### config.mk
export PLATFORM = sky130hd
export DESIGN_NAME = two_wire_frame_dma_link
export DESIGN_NICKNAME = d
export VERILOG_FILES = /design/src/verilog/two_wire_link_pkg.sv /design/src/verilog/pin_sync.sv /design/src/verilog/cts_delay.sv /design/src/verilog/two_wire_frame_dma_link.sv
export SDC_FILE = /design/constraint.sdc
export NUM_CORES = 1
export LEC_CHECK = 0
export ABC_AREA = 1
export BUFFER_PORTS_ARGS = -buffer_cell sky130_fd_sc_hd__buf_4
export CAP_MARGIN = 10
export CORE_AREA = 2 2 134 136
export CTS_BUF_LIST = sky130_fd_sc_hd__clkbuf_8
export DETAILED_ROUTE_END_ITERATION = 8
export DIE_AREA = 0 0 136 138
export PLACE_DENSITY = 0.78
export SLEW_MARGIN = 10
export SYNTH_ARGS = -nofsm -noshare
export SYNTH_HDL_FRONTEND = slang
export SYNTH_HIERARCHICAL = 1
export SYNTH_SLANG_ARGS = --single-unit
### constraint.sdc
create_clock -name ref_clk_i -period 2.1 [get_ports ref_clk_i]
set_input_delay 0.525 -clock ref_clk_i [delete_from_list [all_inputs] [get_ports ref_clk_i]]
set_output_delay 0.525 -clock ref_clk_i [all_outputs]
set_load 0.02 [all_outputs]
### src/verilog/two_wire_link_pkg.sv
// Shared constants and types for the two-wire frame access link
package two_wire_link_pkg;

  localparam int ADDR_W = 16;
  localparam int CNT_W  = 16;
  localparam int BUS_AW = 8;
  localparam int IRQ_W  = 3;
  localparam int SYNC_W = 6;

  // Register byte offsets, one aligned 32-bit word each
  localparam logic [BUS_AW-1:0] OFS_CH0_ADDR = 8'h00;
  localparam logic [BUS_AW-1:0] OFS_CH0_CNT  = 8'h04;
  localparam logic [BUS_AW-1:0] OFS_CH0_CTRL = 8'h08;
  localparam logic [BUS_AW-1:0] OFS_CH1_ADDR = 8'h0c;
  localparam logic [BUS_AW-1:0] OFS_CH1_CNT  = 8'h10;
  localparam logic [BUS_AW-1:0] OFS_CH1_CTRL = 8'h14;
  localparam logic [BUS_AW-1:0] OFS_PRIO     = 8'h18;
  localparam logic [BUS_AW-1:0] OFS_IRQ_STAT = 8'h1c;
  localparam logic [BUS_AW-1:0] OFS_IRQ_CLR  = 8'h20;
  localparam logic [BUS_AW-1:0] OFS_IRQ_EN   = 8'h24;
  localparam logic [BUS_AW-1:0] OFS_STATE    = 8'h28;

  // Field positions
  localparam int CTRL_DOWN_BIT  = 0;
  localparam int CTRL_MRD_BIT   = 1;
  localparam int CTRL_TSC_BIT   = 2;
  localparam int PRIO_CH0_BIT   = 0;
  localparam int PRIO_CH1_BIT   = 1;
  localparam int IRQ_CTS_LOST   = 0;
  localparam int IRQ_TX_DONE    = 1;
  localparam int IRQ_RX_END     = 2;

  // Synchroniser bit positions
  localparam int S_TXREQ = 0;
  localparam int S_RXREQ = 1;
  localparam int S_GRANT = 2;
  localparam int S_RTS   = 3;
  localparam int S_BCLK  = 4;
  localparam int S_RXEND = 5;

  // Reset values
  localparam logic [ADDR_W-1:0] ADDR_RST = 16'h0000;
  localparam logic [CNT_W-1:0]  CNT_RST  = 16'h0000;
  localparam logic [IRQ_W-1:0]  IRQ_RST  = 3'h0;

  // Bit-clock periods from request-to-send to clear-to-send
  localparam int CTS_DELAY_BITS = 32;

  typedef struct packed {
    logic [ADDR_W-1:0] addr;
    logic [CNT_W-1:0]  count;
    logic              down;
    logic              mem_read;
    logic              three_state_cycle_steal;
  } chan_cfg_t;

  typedef struct packed {
    logic cs;
    logic rw;
    logic rs1;
    logic rs0;
  } link_sel_t;

  typedef enum logic [2:0] {
    ST_IDLE,
    ST_REQ,
    ST_CYC1,
    ST_CYC2,
    ST_GAP
  } access_state_t;

endpackage

### src/verilog/pin_sync.sv
// Two-stage synchroniser for asynchronous pin inputs
`timescale 1ns/1ps
module pin_sync
#(
  parameter int W = 1
)
(
  input  wire logic         ref_clk_i,
  input  wire logic         resetn_i,
  input  wire logic [W-1:0] async_i,
  output logic      [W-1:0] sync_o
);

  logic [W-1:0] meta;

  always_ff @(posedge ref_clk_i or negedge resetn_i)
  begin
    if (!resetn_i)
    begin
      meta   <= '0;
      sync_o <= '0;
    end
    else
    begin
      meta   <= async_i;
      sync_o <= meta;
    end
  end

endmodule

### src/verilog/cts_delay.sv
// Modem clear-to-send delay and end-of-block drop
`timescale 1ns/1ps
module cts_delay
  import two_wire_link_pkg::*;
(
  input  wire logic ref_clk_i,
  input  wire logic resetn_i,
  input  wire logic rts_i,
  input  wire logic bit_tick_i,
  input  wire logic eob_i,
  output logic      cts_o
);

  logic [5:0] bits;
  logic       blocked;

  always_ff @(posedge ref_clk_i or negedge resetn_i)
  begin
    if (!resetn_i)
    begin
      bits    <= 6'h00;
      blocked <= 1'b0;
      cts_o   <= 1'b0;
    end
    else if (!rts_i)
    begin
      bits    <= 6'h00;
      blocked <= 1'b0;
      cts_o   <= 1'b0;
    end
    else if (eob_i)
    begin
      // Stays low until request-to-send is dropped and raised again
      blocked <= 1'b1;
      cts_o   <= 1'b0;
    end
    else if (!blocked && !cts_o && bit_tick_i)
    begin
      if (bits == 6'(CTS_DELAY_BITS - 1))
        cts_o <= 1'b1;
      else
        bits <= bits + 6'h01;
    end
  end

endmodule

### src/verilog/two_wire_frame_dma_link.sv
// Two-channel memory access sequencer for the two-wire frame link
//
// Decided for this implementation: the register offsets and register access over Avalon-MM.
`timescale 1ns/1ps
module two_wire_frame_dma_link
  import two_wire_link_pkg::*;
(
  input  wire logic              ref_clk_i,
  input  wire logic              resetn_i,
  // Avalon-MM slave
  input  wire logic [BUS_AW-1:0] address_i,
  input  wire logic              read_i,
  input  wire logic              write_i,
  input  wire logic [31:0]       writedata_i,
  output logic      [31:0]       readdata_o,
  output logic                   waitrequest_o,
  output logic                   irq_o,
  // Link controller and timing logic pins
  input  wire logic              tx_service_request_i,
  input  wire logic              rx_service_request_i,
  input  wire logic              access_grant_i,
  input  wire logic              rts_i,
  input  wire logic              bit_clk_i,
  input  wire logic              rx_terminate_i,
  output logic                   access_request_o,
  output logic                   channel_a_acknowledge_o,
  output logic                   access_cycle_strobe_o,
  output logic                   end_of_block_o,
  output logic                   memory_access_mode_o,
  output logic                   addr_drive_en_o,
  output logic      [ADDR_W-1:0] mem_addr_o,
  output logic                   mem_read_o,
  output link_sel_t              link_sel_o,
  output logic                   cts_o
);

  logic [SYNC_W-1:0] pins;
  access_state_t     state;
  access_state_t     next_state;
  logic              chan;
  logic              next_chan;
  chan_cfg_t         cfg0;
  chan_cfg_t         cfg1;
  chan_cfg_t         cur;
  logic              en0;
  logic              en1;
  logic [IRQ_W-1:0]  irq_stat;
  logic [IRQ_W-1:0]  irq_en;
  logic [IRQ_W-1:0]  events;
  logic              bclk_q;
  logic              rxend_q;
  logic              cts;
  logic              cts_q;
  logic              tx_ok;
  logic              rx_ok;
  logic              eob_tx;
  logic              bus_req;
  logic              wr_en;
  logic [31:0]       rd_val;

  pin_sync #(.W(SYNC_W)) u_sync
  (
    .ref_clk_i (ref_clk_i),
    .resetn_i  (resetn_i),
    .async_i   ({rx_terminate_i, bit_clk_i, rts_i, access_grant_i,
                 rx_service_request_i, tx_service_request_i}),
    .sync_o    (pins)
  );
  cts_delay u_cts
  (
    .ref_clk_i  (ref_clk_i),
    .resetn_i   (resetn_i),
    .rts_i      (pins[S_RTS]),
    .bit_tick_i (pins[S_BCLK] && !bclk_q),
    .eob_i      (eob_tx),
    .cts_o      (cts)
  );

  always_ff @(posedge ref_clk_i or negedge resetn_i)
  begin
    if (!resetn_i)
    begin
      bclk_q  <= 1'b0;
      rxend_q <= 1'b0;
      cts_q   <= 1'b0;
      cts_o   <= 1'b0;
    end
    else
    begin
      bclk_q  <= pins[S_BCLK];
      rxend_q <= pins[S_RXEND];
      cts_q   <= cts;
      cts_o   <= cts;
    end
  end

  assign cur    = chan ? cfg1 : cfg0;
  assign eob_tx = (state == ST_CYC2) && !chan &&
                  (cur.count == 16'h0001);
  // Transmit request is ignored until the modem answers clear-to-send
  assign tx_ok  = en0 && cts && pins[S_TXREQ] &&
                  (cfg0.count != CNT_RST);
  assign rx_ok  = en1 && pins[S_RXREQ] &&
                  (cfg1.count != CNT_RST);
  always_comb
  begin
    next_state = state;
    next_chan  = chan;
    case (state)
      ST_IDLE:
      begin
        if (tx_ok)
        begin
          next_state = ST_REQ;
          next_chan  = 1'b0;
        end
        else if (rx_ok)
        begin
          next_state = ST_REQ;
          next_chan  = 1'b1;
        end
      end
      ST_REQ:
        if (pins[S_GRANT])
          next_state = ST_CYC1;
      ST_CYC1:
        next_state = ST_CYC2;
      ST_CYC2:
        next_state = ST_GAP;
      // Wait for the request to fall so one request moves one byte
      ST_GAP:
        if (!(chan ? pins[S_RXREQ] : pins[S_TXREQ]))
          next_state = ST_IDLE;
      default:
        next_state = ST_IDLE;
    endcase
  end

  always_ff @(posedge ref_clk_i or negedge resetn_i)
  begin
    if (!resetn_i)
    begin
      state <= ST_IDLE;
      chan  <= 1'b0;
    end
    else
    begin
      state <= next_state;
      chan  <= next_chan;
    end
  end

  // Pin outputs, registered from the next state
  always_ff @(posedge ref_clk_i or negedge resetn_i)
  begin
    if (!resetn_i)
    begin
      access_request_o        <= 1'b0;
      channel_a_acknowledge_o <= 1'b1;
      access_cycle_strobe_o   <= 1'b0;
      end_of_block_o          <= 1'b0;
      memory_access_mode_o    <= 1'b0;
      addr_drive_en_o         <= 1'b0;
      mem_addr_o              <= ADDR_RST;
      mem_read_o              <= 1'b0;
      link_sel_o              <= '0;
    end
    else
    begin
      access_request_o <= (next_state == ST_REQ) ||
                          (next_state == ST_CYC1) ||
                          (next_state == ST_CYC2);
      // Low only while a channel 0 access is in progress
      channel_a_acknowledge_o <= !(!next_chan &&
                                   (next_state == ST_CYC1 ||
                                    next_state == ST_CYC2));
      access_cycle_strobe_o <= (next_state == ST_CYC2);
      memory_access_mode_o  <= (next_state == ST_CYC2);
      addr_drive_en_o       <= (next_state == ST_CYC2);
      end_of_block_o <= (next_state == ST_CYC2) &&
                        (cur.count == 16'h0001);
      if (next_state == ST_CYC2)
      begin
        mem_addr_o <= cur.addr;
        mem_read_o <= cur.mem_read;
      end
      link_sel_o.cs  <= (next_state == ST_CYC2);
      link_sel_o.rw  <= (next_state == ST_CYC2) && next_chan;
      link_sel_o.rs1 <= (next_state == ST_CYC2);
      // Last byte of either channel, transmit or receive, goes to the frame-terminate register
      link_sel_o.rs0 <= (next_state == ST_CYC2) &&
                        (cur.count == 16'h0001);
    end
  end
  assign bus_req = read_i || write_i;
  assign wr_en   = write_i && !waitrequest_o;
  // Channel registers; the cycle-two address and count update wins over a software write in the same cycle
  always_ff @(posedge ref_clk_i or negedge resetn_i)
  begin
    if (!resetn_i)
    begin
      cfg0 <= '{addr: ADDR_RST, count: CNT_RST, default: 1'b0};
      cfg1 <= '{addr: ADDR_RST, count: CNT_RST, default: 1'b0};
    end
    else
    begin
      if (wr_en)
      begin
        if (address_i == OFS_CH0_ADDR)
          cfg0.addr <= writedata_i[ADDR_W-1:0];
        else if (address_i == OFS_CH0_CNT)
          cfg0.count <= writedata_i[CNT_W-1:0];
        else if (address_i == OFS_CH0_CTRL)
          {cfg0.three_state_cycle_steal, cfg0.mem_read, cfg0.down} <= writedata_i[2:0];
        else if (address_i == OFS_CH1_ADDR)
          cfg1.addr <= writedata_i[ADDR_W-1:0];
        else if (address_i == OFS_CH1_CNT)
          cfg1.count <= writedata_i[CNT_W-1:0];
        else if (address_i == OFS_CH1_CTRL)
          {cfg1.three_state_cycle_steal, cfg1.mem_read, cfg1.down} <= writedata_i[2:0];
      end
      if (state == ST_CYC2)
      begin
        if (!chan)
        begin
          cfg0.addr  <= cfg0.down ? cfg0.addr - 16'h0001
                                  : cfg0.addr + 16'h0001;
          cfg0.count <= cfg0.count - 16'h0001;
        end
        else
        begin
          cfg1.addr  <= cfg1.down ? cfg1.addr - 16'h0001
                                  : cfg1.addr + 16'h0001;
          cfg1.count <= cfg1.count - 16'h0001;
        end
      end
    end
  end

  // Request enables; a receive end event switches channel 1 off
  always_ff @(posedge ref_clk_i or negedge resetn_i)
  begin
    if (!resetn_i)
    begin
      en0 <= 1'b0;
      en1 <= 1'b0;
    end
    else
    begin
      if (wr_en && address_i == OFS_PRIO)
      begin
        en0 <= writedata_i[PRIO_CH0_BIT];
        en1 <= writedata_i[PRIO_CH1_BIT];
      end
      if (pins[S_RXEND] && !rxend_q)
        en1 <= 1'b0;
    end
  end

  assign events[IRQ_CTS_LOST] = cts_q && !cts;
  assign events[IRQ_TX_DONE]  = eob_tx;
  assign events[IRQ_RX_END]   = pins[S_RXEND] && !rxend_q;
  always_ff @(posedge ref_clk_i or negedge resetn_i)
  begin
    if (!resetn_i)
    begin
      irq_stat <= IRQ_RST;
      irq_en   <= IRQ_RST;
      irq_o    <= 1'b0;
    end
    else
    begin
      // A new event wins over a clear in the same cycle
      if (wr_en && address_i == OFS_IRQ_CLR)
        irq_stat <= (irq_stat & ~writedata_i[IRQ_W-1:0]) | events;
      else
        irq_stat <= irq_stat | events;
      if (wr_en && address_i == OFS_IRQ_EN)
        irq_en <= writedata_i[IRQ_W-1:0];
      irq_o <= |(irq_stat & irq_en);
    end
  end

  always_comb
  begin
    rd_val = 32'h0000_0000;
    if (address_i == OFS_CH0_ADDR)
      rd_val[ADDR_W-1:0] = cfg0.addr;
    else if (address_i == OFS_CH0_CNT)
      rd_val[CNT_W-1:0] = cfg0.count;
    else if (address_i == OFS_CH0_CTRL)
      rd_val[2:0] = {cfg0.three_state_cycle_steal, cfg0.mem_read, cfg0.down};
    else if (address_i == OFS_CH1_ADDR)
      rd_val[ADDR_W-1:0] = cfg1.addr;
    else if (address_i == OFS_CH1_CNT)
      rd_val[CNT_W-1:0] = cfg1.count;
    else if (address_i == OFS_CH1_CTRL)
      rd_val[2:0] = {cfg1.three_state_cycle_steal, cfg1.mem_read, cfg1.down};
    else if (address_i == OFS_PRIO)
      rd_val[1:0] = {en1, en0};
    else if (address_i == OFS_IRQ_STAT)
      rd_val[IRQ_W-1:0] = irq_stat;
    else if (address_i == OFS_IRQ_EN)
      rd_val[IRQ_W-1:0] = irq_en;
    else if (address_i == OFS_STATE)
      rd_val[3:0] = {chan, (state != ST_IDLE), pins[S_RTS], cts};
  end
  // One wait cycle per access; data and write effect at the low edge
  always_ff @(posedge ref_clk_i or negedge resetn_i)
  begin
    if (!resetn_i)
    begin
      waitrequest_o <= 1'b1;
      readdata_o    <= 32'h0000_0000;
    end
    else if (bus_req && waitrequest_o)
    begin
      waitrequest_o <= 1'b0;
      readdata_o    <= read_i ? rd_val : 32'h0000_0000;
    end
    else
      waitrequest_o <= 1'b1;
  end
endmodule

# [Word level (Yosys, flattened, before mapping)]
# Index checks and enable logic that the tools add are counted.
[classes] addsub=7 eq_ne=25 mux=71 bitwise_logic=10 reduce_logical=43
[ops] op="$mux 35" n=6
[ops] op="$mux 16" n=10
[ops] op="$mux 32" n=4
[ops] op="$sub 16x1->16 const B" n=4
[ops] op="$mux 4" n=11
[ops] op="$mux 3" n=13
[ops] op="$mux 19" n=2
[ops] op="$add 16x1->16 const B" n=2
[ops] op="$eq 8x5->1 const B" n=4
[ops] op="$reduce_bool 16->1" n=2
[ops] op="$eq 8x6->1 const B" n=3
[ops] op="$mux 6" n=4
[ops] op="$logic_and 1x1->1" n=20
[ops] op="$eq 16x1->1 const B" n=1
[ops] op="$eq 8x4->1 const B" n=2
[ops] op="$mux 1" n=16
[ops] op="$pmux 3 s5" n=1
[ops] op="$mux 13" n=1
[ops] op="$eq 3x2->1 const B" n=4
[ops] op="$mux 12" n=1
[ops] op="$eq 8x3->1 const B" n=1
[ops] op="$logic_not 1->1" n=8
[ops] op="$logic_not 8->1" n=1
[ops] op="$reduce_and 7->1" n=1
[ops] op="20 further kinds" n=34
[totals] word_cells=190 in_bits=50 regBits=161

# [Longest topological paths before layout]
[logic_depth] depth_word=21 mapped_depth=13 mapped_depth_nobuf=13

# [Hierarchy]
# Netlist, hierarchy kept.
[modules_own_cells] mod="two_wire_frame_dma_link" area_each_um2=8567.0 cells_per_inst=1205 n_inst=1
[modules_own_cells] mod="cts_delay" area_each_um2=465.4 cells_per_inst=57 n_inst=1
[modules_own_cells] mod="pin_sync" area_each_um2=300.3 cells_per_inst=12 n_inst=1

# [Least setup slack after synthesis]
# OpenSTA, ideal clock, no wires.
[synth_timing] kind="reg2reg" start="reg cfg0[2] in the netlist's numbering" end="reg cfg0[29] in the netlist's numbering" slack_ns=-0.076 path_stages_with_launch=13 arrival_time_ns=2.047 setup_ns=0.129 path_cell_list="dfrtp_1 > inv_1 > fa_1 > inv_1 > nand3_1 > nand2_1 > a21boi_0 > o21ai_0 > nand2_1 > nand2_1 > nand2_1 > nand2_1 > o21ai_0"
[synth_between] elab_chain_cells=3
[synth_rtl] element="from (decl)" line_no="two_wire_frame_dma_link.sv:42" rtl="chan_cfg_t cfg0;"
[synth_rtl] element="$mux 16" line_no="two_wire_frame_dma_link.sv:226" rtl="cfg0.addr <= cfg0.down ? cfg0.addr - 16'h0001"
[synth_rtl] element="$mux 32" line_no="two_wire_frame_dma_link.sv:224" rtl="if (!chan)"
[synth_rtl] element="$mux 32" line_no="two_wire_frame_dma_link.sv:222" rtl="if (state == ST_CYC2)"
# Every way passes these cells.
# A chain may end at the register's enable or synchronous reset.

# [Final worst setup path]
[layout_timing] start="reg cfg0[2] in the netlist's numbering" end="reg cfg0[28] in the netlist's numbering"
# Same word-level chain as after synthesis.

==> results list <==
* Arrival time reported for the critical path endpoint: 2.39 ns
* Worst Setup Start Kind: flop
- Static power due to leakage: 5.504 nW
- The number of hold violations in the final report came to 0.
- Clock latency on the worst-skew pair, taken at its later pin, is 0.48 ns.
- Largest net degree at the start of global routing: just under 50
* X dimension of the die: 136 µm
- Dividing the detail-routed via count by the number of cells gives 5.594.
- Share of synthesized cell area in and, or, nand and nor gates: 23.37%
* Synth Warn #: 6
- Hold path startpoint: rx_terminate_i
* WP data required: 2.46 ns
- sky130_fd_sc_hd__nand2_1 is the most common cell in the netlist.
* Worst Path Class, Setup: flop to flop
- Clock sinks: 145
* Die Outline Area: 18770 µm²
- Syn Area/Cell: 7.326 µm²
* Worst hold margin: between 0.1 and 0.15 ns
* Count of buffers from port buffering: 79
- Crit end category: flop
- Sequential area share after synthesis: 38.91%
* XOR/XNOR share of the synthesized area: less than 1%
* Length in cells of the worst reg-to-reg path: 9
- In this run the count of I/O pins placed on the die edge is 112.
- Number of remaining DRC errors: 0
- Number of rows in the core area: just under 50
- Routability-driven placement finished with a final weighted congestion of 0.9747.
- GRT Overall Usage: 29.14%
- Cell taking the most area after synthesis: sky130_fd_sc_hd__dfrtp_1
- The die is 138 µm tall.
- Starting utilization of the core area: 53.23%
- Counting instances, the worst hold path has a depth of 1.
* Timing-limited maximum frequency: approximately 500 MHz
- The via count of the first global-routing pass is 8476.
- After synthesis, the share of cell area in mux cells is 0%.
* Setup repair after global routing missed its margin: true
- Setup TNS: 0 ns
- The first global-routing pass estimated between 40000 and 50000 µm of wire.
* Power per cell area: 984.9 nW/µm²
* Number of storage elements in the synthesis netlist: 145
- Antenna violations before repair: 0
* Worst path setup slack after routing: 0.07039 ns
* Number of buffers on the longest clock path: 2
- Inserted Diodes: 0
* Worst-path maximum fanout: 12
- Proportion of netlist area held by the largest area contributor: approximately two fifths
- For this run, the leading register cell type out of synthesis is sky130_fd_sc_hd__dfrtp_1.
- Measured against its own limit, the worst slew margin works out to around two thirds.
- After global routing the overflow that remains totals 0.
- The commonest cells after synthesis are sky130_fd_sc_hd__nand2_1 (257), sky130_fd_sc_hd__o21ai_0 (173), sky130_fd_sc_hd__inv_1 (168).
- Max-cap violations: 0
* Async S/R FF share, synth: 100.0%
- Class of the most critical hold timing path: input pin to flop
* Clock tree from TritonCTS: yes
- The multi-input combinational cells in the finished layout cover a total of roughly 5000 µm².
* Maximum level of the CTS H-tree: 4
* Post-route clock period utilization: 96.65%
- Setup violations remaining at the end of the flow were counted as 0.
- The core region is roughly 18000 µm².
- Post-route clock skew: 0.01412 ns
- Number of unique standard cell types used by synthesis: 49
- After synthesis, the largest family of logic cells by area is simple AND/OR/NAND/NOR gates.
* Combined area of all synthesized cells: 9333 µm²
* Area of all sequential standard cells: 3633 µm²
- Clock-pin transition on the worst setup and hold timing paths: 0.10 ns
- Relative to the synthesized area, the layout overhead comes to 18.92%.
* Final critical delay including setup and external delays: approximately 2.0 ns
- After synthesis, the cell types taking the most area are sky130_fd_sc_hd__dfrtp_1 (38%), sky130_fd_sc_hd__nand2_1 (10%), sky130_fd_sc_hd__o21ai_0 (9.3%), sky130_fd_sc_hd__inv_1 (6.8%), sky130_fd_sc_hd__a21oi_1 (5.6%).
- Fraction of layout instances using a drive strength above 1: 18.49%
- CTS buffer count: 17
- Wire length per cell after detailed routing: 16.27 µm
- Maximum VDD drop: 590.7 µV
- Share of the synthesized area in compound gates (AO/OA/AOI/OAI): 21.44%
- The number of max-slew violations in the final report came to 0.
- After layout, the design draws a total of 10.93 mW.
- The flow ran to the end, and the final reports show no timing, DRC or antenna violations.
- Setup slack on the worst reg-to-reg path comes out at between 0.07 and 0.08 ns.
- Number of iterations in the first detailed-routing pass: 6
* Hpwl dp: 20310 µm
* Area share of fa/ha/maj cells after synthesis: under 10%
- After the first detailed-routing iteration, the DRC count stood at 931.
- In this run the clock root is driven by a sky130_fd_sc_hd__clkbuf_8.
* Layout filler cell count: 1598
- Reg-to-reg endpoint: cfg0[28]
- Setup WS pre-CTS: -0.05951 ns
* Via count: 9146
- In this run, synthesis inferred 0 flip-flops with an integrated enable.
- Worst-margin pin slew: 0.5201 ns
* Cell count after synthesis: 1274
- Post-layout nets: 1476
* Worst Hold Path EP: u_sync/meta[5]
- Wire length reported by the detailed router: 26600 µm
* Count of antenna-violating nets left after detailed routing: 0
* Launch point of the worst reg-to-reg path: cfg0[2]
placed cells by master (no fill, tap or decap), types with 13 or more instances in the layout:
cell type                  count
sky130_fd_sc_hd__o22ai_1      26
sky130_fd_sc_hd__conb_1       16
sky130_fd_sc_hd__o21ai_0     166
sky130_fd_sc_hd__a21oi_1      92
sky130_fd_sc_hd__nand4_1      15
sky130_fd_sc_hd__ha_1         21
sky130_fd_sc_hd__nor2_2       14
sky130_fd_sc_hd__nand2_1     254
sky130_fd_sc_hd__buf_4       133
sky130_fd_sc_hd__a21oi_2      13
sky130_fd_sc_hd__dfrtp_1     141
sky130_fd_sc_hd__nor2_1       84
sky130_fd_sc_hd__clkbuf_8     17
sky130_fd_sc_hd__a211oi_1     13
sky130_fd_sc_hd__o21ai_1      23
sky130_fd_sc_hd__inv_1       168
sky130_fd_sc_hd__nand3_1      65
stage by stage:
stage | instance area [µm²] | utilization [%] | instances
CTS | 10910 | 62.20 | 1633
finish | 11100 | 63.29 | 1635
floorplan | 9392 | - | 1289
detailed placement | 10450 | 59.61 | 1600
global route | 11100 | 63.29 | 1635
global placement | 10450 | 59.61 | 1600
what timing repair did:
action | CTS | global route
hold endpoints to repair | 42 | 0
gates resized for setup | 2 | 47
pin swaps | 0 | 3
setup endpoints to repair | 3 | 26
buffers inserted | 0 | 2
hold buffers | 1 | 0
state kept, by name (all words and copies together) (netlist names), 6 cells and up:
register       cells
u_cts/bits         6
u_sync/sync_o      6
mem_addr_o        16
u_sync/meta        6
cfg1              35
cfg0              35
readdata_o        16
power breakdown:
part	internal [mW]	total [mW]	switching (mW)	leakage [nW]
registers	3.46	4.13	0.673	1.74
clock network	1.24	2.55	1.31	0.228
logic	1.67	4.24	2.58	3.53
total	6.37	10.9	4.56	5.50
cell families (layout without fill, tap and decap cells):
kind of cell	Yosys count	count (layout)
and+or+nand+nor	484	484
AOI/OAI and AO/OA	369	369
buffers and inverters	232	349
DFF	145	145
adders and majority gates	33	33
xor gates and xnor gates	10	10
other	1	16
how the worst max path moves through the flow:
stage                     startpoint       endpoint  slack [ns]  cells past startpoint
after floorplan              cfg0[2]       cfg0[29]        0.07                     12
after global placement       cfg1[2]       cfg1[29]      -0.003                     12
after detailed placement     cfg1[2]       cfg1[29]       -0.06                     12
after CTS                   cfg1[11]  u_cts/bits[4]       0.002                     13
after global routing         cfg1[2]       cfg1[34]       -0.06                     10
final                        cfg0[2]       cfg0[28]        0.07                      9
critical path: stages (launching register included):
cell and delay (ns):
sky130_fd_sc_hd__dfrtp_2 0.48, sky130_fd_sc_hd__buf_12 0.18, sky130_fd_sc_hd__ha_2 0.37, sky130_fd_sc_hd__nand2_1 0.10, sky130_fd_sc_hd__o21ai_0 0.32, sky130_fd_sc_hd__a21oi_1 0.09, sky130_fd_sc_hd__nand2_1 0.13, sky130_fd_sc_hd__nor2_1 0.05
sky130_fd_sc_hd__o32ai_1 0.12, sky130_fd_sc_hd__inv_1 0.06
cell type report:
type | instances | share of cell area, %
Clock buffer | 17 | 2.108
Clock inverter | 15 | 1.894
Inverter | 176 | 5.953
Multi-Input combinational cell | 912 | 44.45
Sequential cell | 145 | 32.74
Tap cell | 229 | 2.582
Timing Repair Buffer | 141 | 10.27
layer usage:
metal	track usage, %	up-vias	part of all wire (%)	wire, µm
li1	-	4479	-	-
met1	41.32	4267	44	11570
met2	45.12	350	46	12310
met3	5.611	50	7.7	2042
met4	9.265	0	2.6	679
met5	0	-	0	0
Note: power is estimated with default switching activity, not from simulation.
